<file path="config.mk">
export PLATFORM = sky130hd
export DESIGN_NAME = dcc_top
export DESIGN_NICKNAME = d
export VERILOG_FILES = /design/src/shared/dcc_pkg.sv /design/src/design/dcc_channel.sv /design/src/design/dcc_top.sv
export SDC_FILE = /design/constraint.sdc
export NUM_CORES = 1
export LEC_CHECK = 0
export BUFFER_PORTS_ARGS = -buffer_cell sky130_fd_sc_hd__buf_4
export CAP_MARGIN = 0
export CORE_ASPECT_RATIO = 0.75
export CORE_MARGIN = 5
export CORE_UTILIZATION = 35
export DETAILED_ROUTE_END_ITERATION = 16
export PLACE_DENSITY_LB_ADDON = 0.05
export SYNTH_ARGS = -nofsm -noshare
export SYNTH_HDL_FRONTEND = slang
export SYNTH_SLANG_ARGS = --single-unit
</file>
<file path="constraint.sdc">
create_clock -name clk -period 1.5 [get_ports clk]
set_input_delay 0.225 -clock clk [delete_from_list [all_inputs] [get_ports clk]]
set_output_delay 0.225 -clock clk [all_outputs]
set_load 0.02 [all_outputs]
</file>
<file path="src/shared/dcc_pkg.sv">
// Package for the dual comparator control block: addresses, fields, reset values.
package dcc_pkg;

   localparam logic [7:0] ADDR_B_CONTROL = 8'h9A;
   localparam logic [7:0] ADDR_A_CONTROL = 8'h9B;
   localparam logic [7:0] ADDR_B_MODE    = 8'h9C;
   localparam logic [7:0] ADDR_A_MODE    = 8'h9D;

   localparam int CTL_ON_BIT    = 7;
   localparam int CTL_STATE_BIT = 6;
   localparam int CTL_RISE_BIT  = 5;
   localparam int CTL_FALL_BIT  = 4;
   localparam int CTL_HYP_LSB   = 2;
   localparam int CTL_HYN_LSB   = 0;

   localparam int MD_RISE_IE_BIT = 5;
   localparam int MD_FALL_IE_BIT = 4;
   localparam int MD_SPEED_LSB   = 0;

   localparam logic [7:0] CONTROL_RESET = 8'h00;
   localparam logic [7:0] MODE_RESET    = 8'h02;
   localparam logic [7:0] MODE_WR_MASK  = 8'h33;

   localparam int SYNC_STAGES = 2;

   // Hysteresis amount seen by the analog core, one-hot by step size.
   typedef enum logic [3:0] {
      DCC_HYST_OFF  = 4'h0,
      DCC_HYST_5MV  = 4'h1,
      DCC_HYST_10MV = 4'h2,
      DCC_HYST_20MV = 4'h4
   } dcc_hyst_t;

endpackage : dcc_pkg

</file>
<file path="src/design/dcc_channel.sv">
// One comparator channel: control and mode registers, synchroniser, flags, interrupt.
`timescale 1ns/1ps

module dcc_channel #(
   parameter logic [7:0] CTL_ADDR = 8'h9B,  // control register address
   parameter logic [7:0] MD_ADDR  = 8'h9D   // mode register address
) (
   input  wire logic       clk,           // system clock
   input  wire logic       rst_b,         // asynchronous reset, active low
   input  wire logic       wr_en,         // register write strobe
   input  wire logic [7:0] addr,          // register address
   input  wire logic [7:0] wdata,         // write data
   input  wire logic       raw_in,        // raw comparator result from analog core
   output logic      [7:0] ctl_q,         // control register readback
   output logic      [7:0] md_q,          // mode register readback
   output logic            latched_q,     // synchronised gated output
   output logic            irq_q          // interrupt request
);

   ////////////////////////////////////////////////////////////////////////////
   logic [7:0] ctl;
   logic [7:0] md;
   logic [dcc_pkg::SYNC_STAGES-1:0] sync;
   logic       prev;
   logic [7:0] next_ctl;
   logic [7:0] next_md;
   logic       next_prev;
   logic       next_irq;
   logic       rise_ev;
   logic       fall_ev;
   logic       cur;

   always_comb begin
      cur     = sync[dcc_pkg::SYNC_STAGES-1];
      rise_ev = ctl[dcc_pkg::CTL_ON_BIT] && cur && !prev;
      fall_ev = ctl[dcc_pkg::CTL_ON_BIT] && !cur && prev;
      next_prev = cur;
      next_ctl  = ctl;
      next_md   = md;
      if (wr_en && addr == CTL_ADDR) begin
         next_ctl = wdata;
      end
      if (wr_en && addr == MD_ADDR) begin
         next_md = wdata & dcc_pkg::MODE_WR_MASK;
      end
      // The state bit is a mirror of the synchronised result, not storage.
      next_ctl[dcc_pkg::CTL_STATE_BIT] = cur;
      // Hardware edges win over a software clear in the same cycle.
      if (rise_ev) begin
         next_ctl[dcc_pkg::CTL_RISE_BIT] = 1'b1;
      end
      if (fall_ev) begin
         next_ctl[dcc_pkg::CTL_FALL_BIT] = 1'b1;
      end
      next_irq = (next_ctl[dcc_pkg::CTL_RISE_BIT] && next_md[dcc_pkg::MD_RISE_IE_BIT])
              || (next_ctl[dcc_pkg::CTL_FALL_BIT] && next_md[dcc_pkg::MD_FALL_IE_BIT]);
   end

   always_ff @(posedge clk or negedge rst_b) begin
      if (!rst_b) begin
         ctl       <= dcc_pkg::CONTROL_RESET;
         md        <= dcc_pkg::MODE_RESET;
         sync      <= '0;
         prev      <= 1'b0;
         latched_q <= 1'b0;
         irq_q     <= 1'b0;
      end else begin
         ctl       <= next_ctl;
         md        <= next_md;
         sync      <= {sync[dcc_pkg::SYNC_STAGES-2:0], raw_in};
         prev      <= next_prev;
         latched_q <= cur && ctl[dcc_pkg::CTL_ON_BIT];
         irq_q     <= next_irq;
      end
   end

   assign ctl_q = ctl;
   assign md_q  = md;

endmodule : dcc_channel

</file>
<file path="src/design/dcc_top.sv">
// Top of the dual comparator control block: register port and two channels.
`timescale 1ns/1ps

////////////////////////////////////////////////////////////////////////////////
// Functional notes
// - Two channels with identical control logic; only addresses, inputs and reset use differ.
// - Channel A result is offered as a reset source, gated elsewhere.
// - Each channel offers a clocked latched output and a raw unclocked output.
// - Raw output follows the comparator with no clock involved.
// - Disabled channel forces its pin output low and powers down its core.
// - Mode bits 1:0 drive speed select; 00 fastest, 11 slowest.
// - Control bits 3:2 select positive hysteresis off, 5, 10 or 20 mV.
// - Control bits 1:0 select negative hysteresis off, 5, 10 or 20 mV.
// - Falling result sets control bit 4.
// - Rising result sets control bit 5.
// - Edge flags are sticky; only a software write of zero clears them.
// - Interrupt request from either edge, each gated by its own enable.
// - Mode bit 5 enables the rising-edge interrupt.
// - Mode bit 4 enables the falling-edge interrupt.
// - Control bit 6 reads the current result, read only.
// - Control bit 7 turns the channel on or off.
// - Mode bits 7:6 and 3:2 read zero and ignore writes.
// - Channel A control register at 0x9B on every page.
// - Channel A mode register at 0x9D on every page.
// - Channel B control register at 0x9A, same layout.
// - Channel B mode register at 0x9C, same layout.
module dcc_top (
   input  wire logic       clk,              // system clock
   input  wire logic       rst_b,            // asynchronous reset, active low
   input  wire logic       sfr_wr,           // register write strobe
   input  wire logic       sfr_rd,           // register read strobe
   input  wire logic [7:0] sfr_addr,         // register address
   input  wire logic [7:0] sfr_wdata,        // write data
   output logic      [7:0] sfr_rdata,        // read data, valid cycle after sfr_rd
   output logic            sfr_hit,          // read hit one of the four registers
   input  wire logic       cmp_a_result,     // analog result, channel A
   input  wire logic       cmp_b_result,     // analog result, channel B
   output logic            cmp_a_latched_out,// synchronised output A
   output logic            cmp_b_latched_out,// synchronised output B
   output logic            cmp_a_raw_out,    // raw output A
   output logic            cmp_b_raw_out,    // raw output B
   output logic            cmp_a_reset_src,  // channel A reset source candidate
   output logic            cmp_a_power_down, // analog power down A
   output logic            cmp_b_power_down, // analog power down B
   output logic      [1:0] cmp_a_speed_sel,  // response speed select A
   output logic      [1:0] cmp_b_speed_sel,  // response speed select B
   output logic      [3:0] cmp_a_pos_hyst,   // decoded positive hysteresis A
   output logic      [3:0] cmp_a_neg_hyst,   // decoded negative hysteresis A
   output logic      [3:0] cmp_b_pos_hyst,   // decoded positive hysteresis B
   output logic      [3:0] cmp_b_neg_hyst,   // decoded negative hysteresis B
   output logic            cmp_irq           // comparator interrupt request
);

   ////////////////////////////////////////////////////////////////////////////
   function automatic logic [3:0] hyst_decode(input logic [1:0] code);
      dcc_pkg::dcc_hyst_t h;
      case (code)
         2'h0:    h = dcc_pkg::DCC_HYST_OFF;
         2'h1:    h = dcc_pkg::DCC_HYST_5MV;
         2'h2:    h = dcc_pkg::DCC_HYST_10MV;
         default: h = dcc_pkg::DCC_HYST_20MV;
      endcase
      return h;
   endfunction : hyst_decode

   logic [7:0] a_ctl, a_md, b_ctl, b_md;
   logic       a_lat, b_lat, a_irq, b_irq;
   logic [7:0] next_rdata;
   logic       next_hit;

   dcc_channel #(
      .CTL_ADDR (dcc_pkg::ADDR_A_CONTROL),
      .MD_ADDR  (dcc_pkg::ADDR_A_MODE)
   ) u_chan_a (
      .clk       (clk),
      .rst_b     (rst_b),
      .wr_en     (sfr_wr),
      .addr      (sfr_addr),
      .wdata     (sfr_wdata),
      .raw_in    (cmp_a_result),
      .ctl_q     (a_ctl),
      .md_q      (a_md),
      .latched_q (a_lat),
      .irq_q     (a_irq)
   );

   dcc_channel #(
      .CTL_ADDR (dcc_pkg::ADDR_B_CONTROL),
      .MD_ADDR  (dcc_pkg::ADDR_B_MODE)
   ) u_chan_b (
      .clk       (clk),
      .rst_b     (rst_b),
      .wr_en     (sfr_wr),
      .addr      (sfr_addr),
      .wdata     (sfr_wdata),
      .raw_in    (cmp_b_result),
      .ctl_q     (b_ctl),
      .md_q      (b_md),
      .latched_q (b_lat),
      .irq_q     (b_irq)
   );

   ////////////////////////////////////////////////////////////////////////////
   always_comb begin
      next_hit = 1'b1;
      case (sfr_addr)
         dcc_pkg::ADDR_A_CONTROL: next_rdata = a_ctl;
         dcc_pkg::ADDR_A_MODE:    next_rdata = a_md;
         dcc_pkg::ADDR_B_CONTROL: next_rdata = b_ctl;
         dcc_pkg::ADDR_B_MODE:    next_rdata = b_md;
         default: begin
            next_rdata = 8'h00;
            next_hit   = 1'b0;
         end
      endcase
      if (!sfr_rd) begin
         next_hit = 1'b0;
      end
   end

   always_ff @(posedge clk or negedge rst_b) begin
      if (!rst_b) begin
         sfr_rdata <= 8'h00;
         sfr_hit   <= 1'b0;
      end else begin
         sfr_rdata <= next_rdata;
         sfr_hit   <= next_hit;
      end
   end

   ////////////////////////////////////////////////////////////////////////////
   // The raw paths must work with the clock stopped, so they are gated by the
   // enable flops only and never pass through a clocked stage.
   assign cmp_a_raw_out   = cmp_a_result && a_ctl[dcc_pkg::CTL_ON_BIT];
   assign cmp_b_raw_out   = cmp_b_result && b_ctl[dcc_pkg::CTL_ON_BIT];
   assign cmp_a_reset_src = cmp_a_raw_out;
   assign cmp_a_latched_out = a_lat;
   assign cmp_b_latched_out = b_lat;
   assign cmp_irq         = a_irq || b_irq;
   assign cmp_a_power_down = !a_ctl[dcc_pkg::CTL_ON_BIT];
   assign cmp_b_power_down = !b_ctl[dcc_pkg::CTL_ON_BIT];
   assign cmp_a_speed_sel = a_md[dcc_pkg::MD_SPEED_LSB +: 2];
   assign cmp_b_speed_sel = b_md[dcc_pkg::MD_SPEED_LSB +: 2];
   assign cmp_a_pos_hyst  = hyst_decode(a_ctl[dcc_pkg::CTL_HYP_LSB +: 2]);
   assign cmp_b_pos_hyst  = hyst_decode(b_ctl[dcc_pkg::CTL_HYP_LSB +: 2]);
   assign cmp_a_neg_hyst  = hyst_decode(a_ctl[dcc_pkg::CTL_HYN_LSB +: 2]);
   assign cmp_b_neg_hyst  = hyst_decode(b_ctl[dcc_pkg::CTL_HYN_LSB +: 2]);

endmodule : dcc_top

</file>
=== After elaboration in Yosys (flattened, before gate mapping) ===
Index checks and enable logic that the tools add are counted.

* Equality and inequality tests: 12
* Reductions and logical operators: 32
* Mux-type cells: 15

{| class="wikitable"
|+ Operators with widths
! cell !! number
|-
| case mux 3 bit (3 select lines) || 4
|-
| == test 8 bit (second input constant) || 4
|-
| case mux 8 bit (4 select lines) || 1
|-
| two-way mux 6 bit || 4
|-
| logical AND 1 bit || 18
|-
| == test 2 x 1 -> 1 bit (second input constant) || 4
|-
| == test 2 bit (second input constant) || 4
|-
| zero test 2 bit || 4
|-
| zero test 1 bit || 6
|-
| two-way mux 1 bit || 6
|-
| OR reduction 4 bit || 1
|-
| logical OR 1 bit || 3
|}

* Flip-flop bits (word level): 43
* Output and inout port bits: 37
* Logic and storage cells: 77
* Input port bits: 22

=== Logic depth before layout (Yosys ltp) ===
* Word-level depth: 6
* Mapped depth: 5
* Mapped depth without buffers: 4

=== Modules after synthesis ===
From an unflattened synthesis, not the netlist that was laid out.

* Cell total of the unflattened synthesis: 160
* Area total of the unflattened synthesis: 2,013.2 um2

{| class="wikitable"
|+ Modules (own cells, without submodules)
! module !! cells each !! area an instance (um2) !! sequential area each (um2) !! times used
|-
| dcc_channel || 47 || 678.2 || 401.6 || 2
|-
| dcc_top || 66 || 656.9 || 225.2 || 1
|}

=== Worst setup path after synthesis ===
No wires, ideal clock.

* Path kind: input -> register
* Start point: input sfr_addr[5]
* End point: register u_chan_a.irq_q
* Arrival: 1.439 ns
* Library setup time: 0.122 ns
* Buffers on the path: 1
* Path slack: -0.061 ns
* Stages on the path: 5
* Cell sequence: nand4bb_1 -> buf_6 -> nor3_2 -> mux2_2 -> a32o_1

* Elaborated cells on any way between the ends: 11

{| class="wikitable"
|+ RTL lines
! item !! RTL line !! RTL
|-
| start: declaration || dcc_top.sv:32 || <nowiki>input wire logic [7:0] sfr_addr,</nowiki>
|-
| == test 8 bit || dcc_channel.sv:43 || <nowiki>if (wr_en && addr == MD_ADDR) begin</nowiki>
|-
| logical AND 1 bit || dcc_channel.sv:43 ||
|-
| two-way mux 6 bit || dcc_channel.sv:43 ||
|-
| via u_chan_a.next_md[4] || dcc_channel.sv:26 || <nowiki>logic [7:0] next_md;</nowiki>
|-
| logical AND 1 bit || dcc_channel.sv:56 || <nowiki>|| (next_ctl[dcc_pkg::CTL_FALL_BIT] && next_md[dcc_pkg::MD_FALL_IE_BIT]);</nowiki>
|-
| logical OR 1 bit || dcc_channel.sv:56 ||
|-
| via u_chan_a.next_irq || dcc_channel.sv:28 || <nowiki>logic next_irq;</nowiki>
|-
| end signal: assignment || dcc_channel.sv:73 || <nowiki>irq_q <= next_irq;</nowiki>
|-
| end: declaration || dcc_channel.sv:17 || <nowiki>output logic irq_q</nowiki>
|}

The timed path passes the listed nets, and every way through them passes these cells.
A chain may end at the register's enable or synchronous reset.

=== Final worst setup path ===
* Start point: register u_chan_a.ctl[7] (netlist: u_chan_a.ctl_q[7])
* End point: output cmp_a_raw_out

* Cells in the longest elaborated chain, start to end: 1

{| class="wikitable"
|+ RTL lines
! item !! RTL line !! RTL
|-
| start: declaration || dcc_channel.sv:21 || <nowiki>logic [7:0] ctl;</nowiki>
|-
| start signal: assignment || dcc_channel.sv:61 || <nowiki>ctl <= dcc_pkg::CONTROL_RESET;</nowiki>
|-
| start signal: assignment || dcc_channel.sv:68 || <nowiki>ctl <= next_ctl;</nowiki>
|-
| logical AND 1 bit || dcc_top.sv:134 || <nowiki>assign cmp_a_raw_out = cmp_a_result && a_ctl[dcc_pkg::CTL_ON_BIT];</nowiki>
|-
| end: declaration || dcc_top.sv:40 || <nowiki>output logic cmp_a_raw_out,</nowiki>
|}

Every way passes these cells.

==> run metrics <==
Buffers on Ports=53; TritonCTS clock tree=built; global-route wire length before repair=around 7400 um; met3 wire length=288 um; Post-synth EDFFs=0; Highest Signal Layer=met4; Pre-antenna DRT Iters=4; DRC viols=0; XOR/XNOR Fraction of Synth Area=0%; CP Cell Sequence=buf_4 -> and2_1 -> buf_4; Nets=241; worst slew pin tran=511.6 ps; Area contributors post-synth=dfrtp_1 (51%), mux2_2 (9.4%), mux2i_1 (6.8%), buf_4 (3.5%), nor2b_1 (3.0%); RSZ-0062 raised after global routing=false; n_diodes=0; status=complete, no violations; Hold WC Path Type=in2reg; WP data required=1270 ps; Async SR Flop Fraction=100.0%; total number of vias=1357; synthesized area per cell=roughly 13 sq um; Vias/cell=approximately 4.6; layout cells sized above 1=47.27%; multiplexer share of the synthesized area=approximately 17%; CTS root buffer=clkbuf_8; PD cells=approximately 960 nW/um^2; most frequent cell after synthesis=dfrtp_1; hold path start=cmp_a_result; R2R cell count=4; WS Path Type=reg2out; P&R area growth vs syn=34.51%; Max Cap Viol=0; final period utilization=roughly 91%; predominant post-synthesis flop cell=dfrtp_1; count of final setup violators=0; core box area=5324 sq um; GPL Wtd Cong=0.7859; Max stage delay on crit path=390 ps; reg2reg end=u_chan_a.irq_q; number of global-route vias before repair=1471; H-tree depth=2; Crit path top cell by count=buf_4; post-place instance area=~2400 sq um; worst hold path depth=1; compound-cell area share of the yosys netlist=~5.3%; routed length on met2=about 2100 um; Clock Skew=5.937 ps; clock share of power=37.5%; iteration-0 DRC count of the detailed router=35; Design Power=0.002453 W; Synth area leader=dfrtp_1; setup bufs post-CTS=0; Comb power frac=13.5%; Final HPWL DP=3403 um; Synth top area share=about half; post-layout min period=roughly 1400 ps; Final Hold Vio Count=0; Fmax=730.5 MHz; WL met1=1847 um; Static Leak=around 1.3 nW; internal cell power=0.001866 W; Post-Route WL=4318 um; RR Startpoint=u_chan_a.sync[1]; crit-path max FO=5; largest net degree at the start of global routing=42; Reg power frac=49.0%; Seq/Total Area, Yosys=53.94%; All-Layer GR Usage=13.82%; post-synthesis cell count=between 150 and 200; switch share=23.95%; Slew Limit Fails=0; worst vdd ir=0.0004422 V; gr ovfl total=0; DIE WIDTH=95.23 um; final setup TNS=0 ps; Rows=23; Num CTS Buffers=5; Synth Area in Adders=0%; Mapped Area=1907 sq um; DIE HEIGHT=73.92 um; CTS Buffer Depth=2; CP max-delay cell=dfrtp_1; synthesis warning total=0; Yosys reg bits=41; Post-synth top cells=dfrtp_1 (39), mux2_2 (16), mux2i_1 (13); antenna violations before repair=0; CP startpoint kind=register; CP endpoint kind=output pin; relative slew slack=65.89%; switching power=about 0.00059 W; Routed Antenna Nets=0; count of cell types in the netlist=35; Clk Latency, worst-skew pair=around 290 ps; io pins=59; # clock sinks=between 40 and 50; drt wl/cell=14.64 um; Reg clk slew, reported paths=80 ps; largest family of logic cells by synthesized area=simple AND/OR/NAND/NOR gates; Die Area=7039 sq um; Starting Density=35.82%; hold endpoint=u_chan_a.sync[0]; arrival time worst endpoint=1140 ps; R2R Setup Slk=180 ps; final instance area=2565 sq um; Synth Area in Simple Gates=17.19%
-- worst max path at each step --
stage                      end               from  slack [ps]  cells after the start
6_report         cmp_a_raw_out  u_chan_a.ctl_q[7]         130                      3
5_1_grt        cmp_a_reset_src  u_chan_a.ctl_q[7]          70                      3
4_1_cts          cmp_a_raw_out  u_chan_a.ctl_q[7]         120                      3
3_5_place_dp    u_chan_a.irq_q        sfr_addr[5]        -170                      6
3_3_place_gp    u_chan_a.irq_q        sfr_addr[5]        -130                      6
2_1_floorplan   u_chan_a.irq_q        sfr_addr[5]           3                      5
-- routing by layer --
| metal | track usage (%) | vias to the layer above |
|---|---|---|
| li1 | - | 644 |
| met1 | 16.99 | 663 |
| met2 | 22.50 | 39 |
| met3 | 5.118 | 11 |
| met4 | 4.800 | 0 |
| met5 | 0 | - |
-- power by group through the flow --
stage | Combinational (W) | Sequential, W | Clock (W)
6_report | 0.000332 | 0.00120 | 0.000920
5_1_grt | 0.000367 | 0.00121 | 0.000986
4_1_cts | 0.000338 | 0.00120 | 0.000932
3_5_place_dp | 0.000335 | 0.00122 | 0
3_3_place_gp | 0.000330 | 0.00122 | 0
2_1_floorplan | 0.000191 | 0.00122 | 0
-- worst max-delay path, delay by kind of cell, from the launching register on --
family,cells,cell delay [ps]
buffers and inverters,2,320
flip-flops,1,390
AND/OR/NAND/NOR,1,150
-- cell type report --
cell class,instances,area (sq um)
clock inverters,1,30.03
flip-flops and latches,41,1028
multi-input cells,95,775.7
fillers,499,2759
inverters,6,22.52
well taps,75,93.84
repair buffers,70,528.0
clock buffers,7,86.33
-- registers in the layout, summed over array words and instances, names as in the netlist --
name and count:
sfr_rdata 8, u_chan_a.ctl_q 8, u_chan_b.ctl_q 8, u_chan_a.md_q 4, u_chan_b.md_q 4, u_chan_a.sync 2
u_chan_b.sync 2, sfr_hit 1, u_chan_a.irq_q 1, u_chan_a.latched_q 1, u_chan_b.irq_q 1, u_chan_b.latched_q 1
-- repair_timing --
item / CTS / global route
hold endpoints to repair: 39 / 0
gates resized for setup: 0 / 0
hold buffers: 1 / 0
-- kinds of logic after synthesis --
family	after synthesis
muxes	30
and+or+nand+nor	48
AOI/OAI and AO/OA	13
buffers and inverters	18
other	1
DFF	41
-- cells in the final DEF (no fill, tap or decap), types with 6 or more instances in the layout --
master,n
buf_4,69
nor2b_1,9
inv_1,6
nand2_1,7
mux2i_1,13
dfrtp_1,39
nor2_1,11
mux2_2,16
clkbuf_8,6
and2_1,7
-- metrics by stage --
stage | instances | worst slack (ps) | utilization (%) | hold slack [ps]
2_1_floorplan | 154 | 3.144 | - | -70.59
3_3_place_gp | 286 | -134.3 | 45.80 | 230.2
3_5_place_dp | 286 | -172.7 | 45.80 | 237.9
4_1_cts | 295 | 122.8 | 48.18 | 34.49
5_1_grt | 295 | 73.35 | 48.18 | 33.07
6_report | 295 | 131.1 | 48.18 | 37.78
No activity file was read; power rests on OpenSTA's default activity.
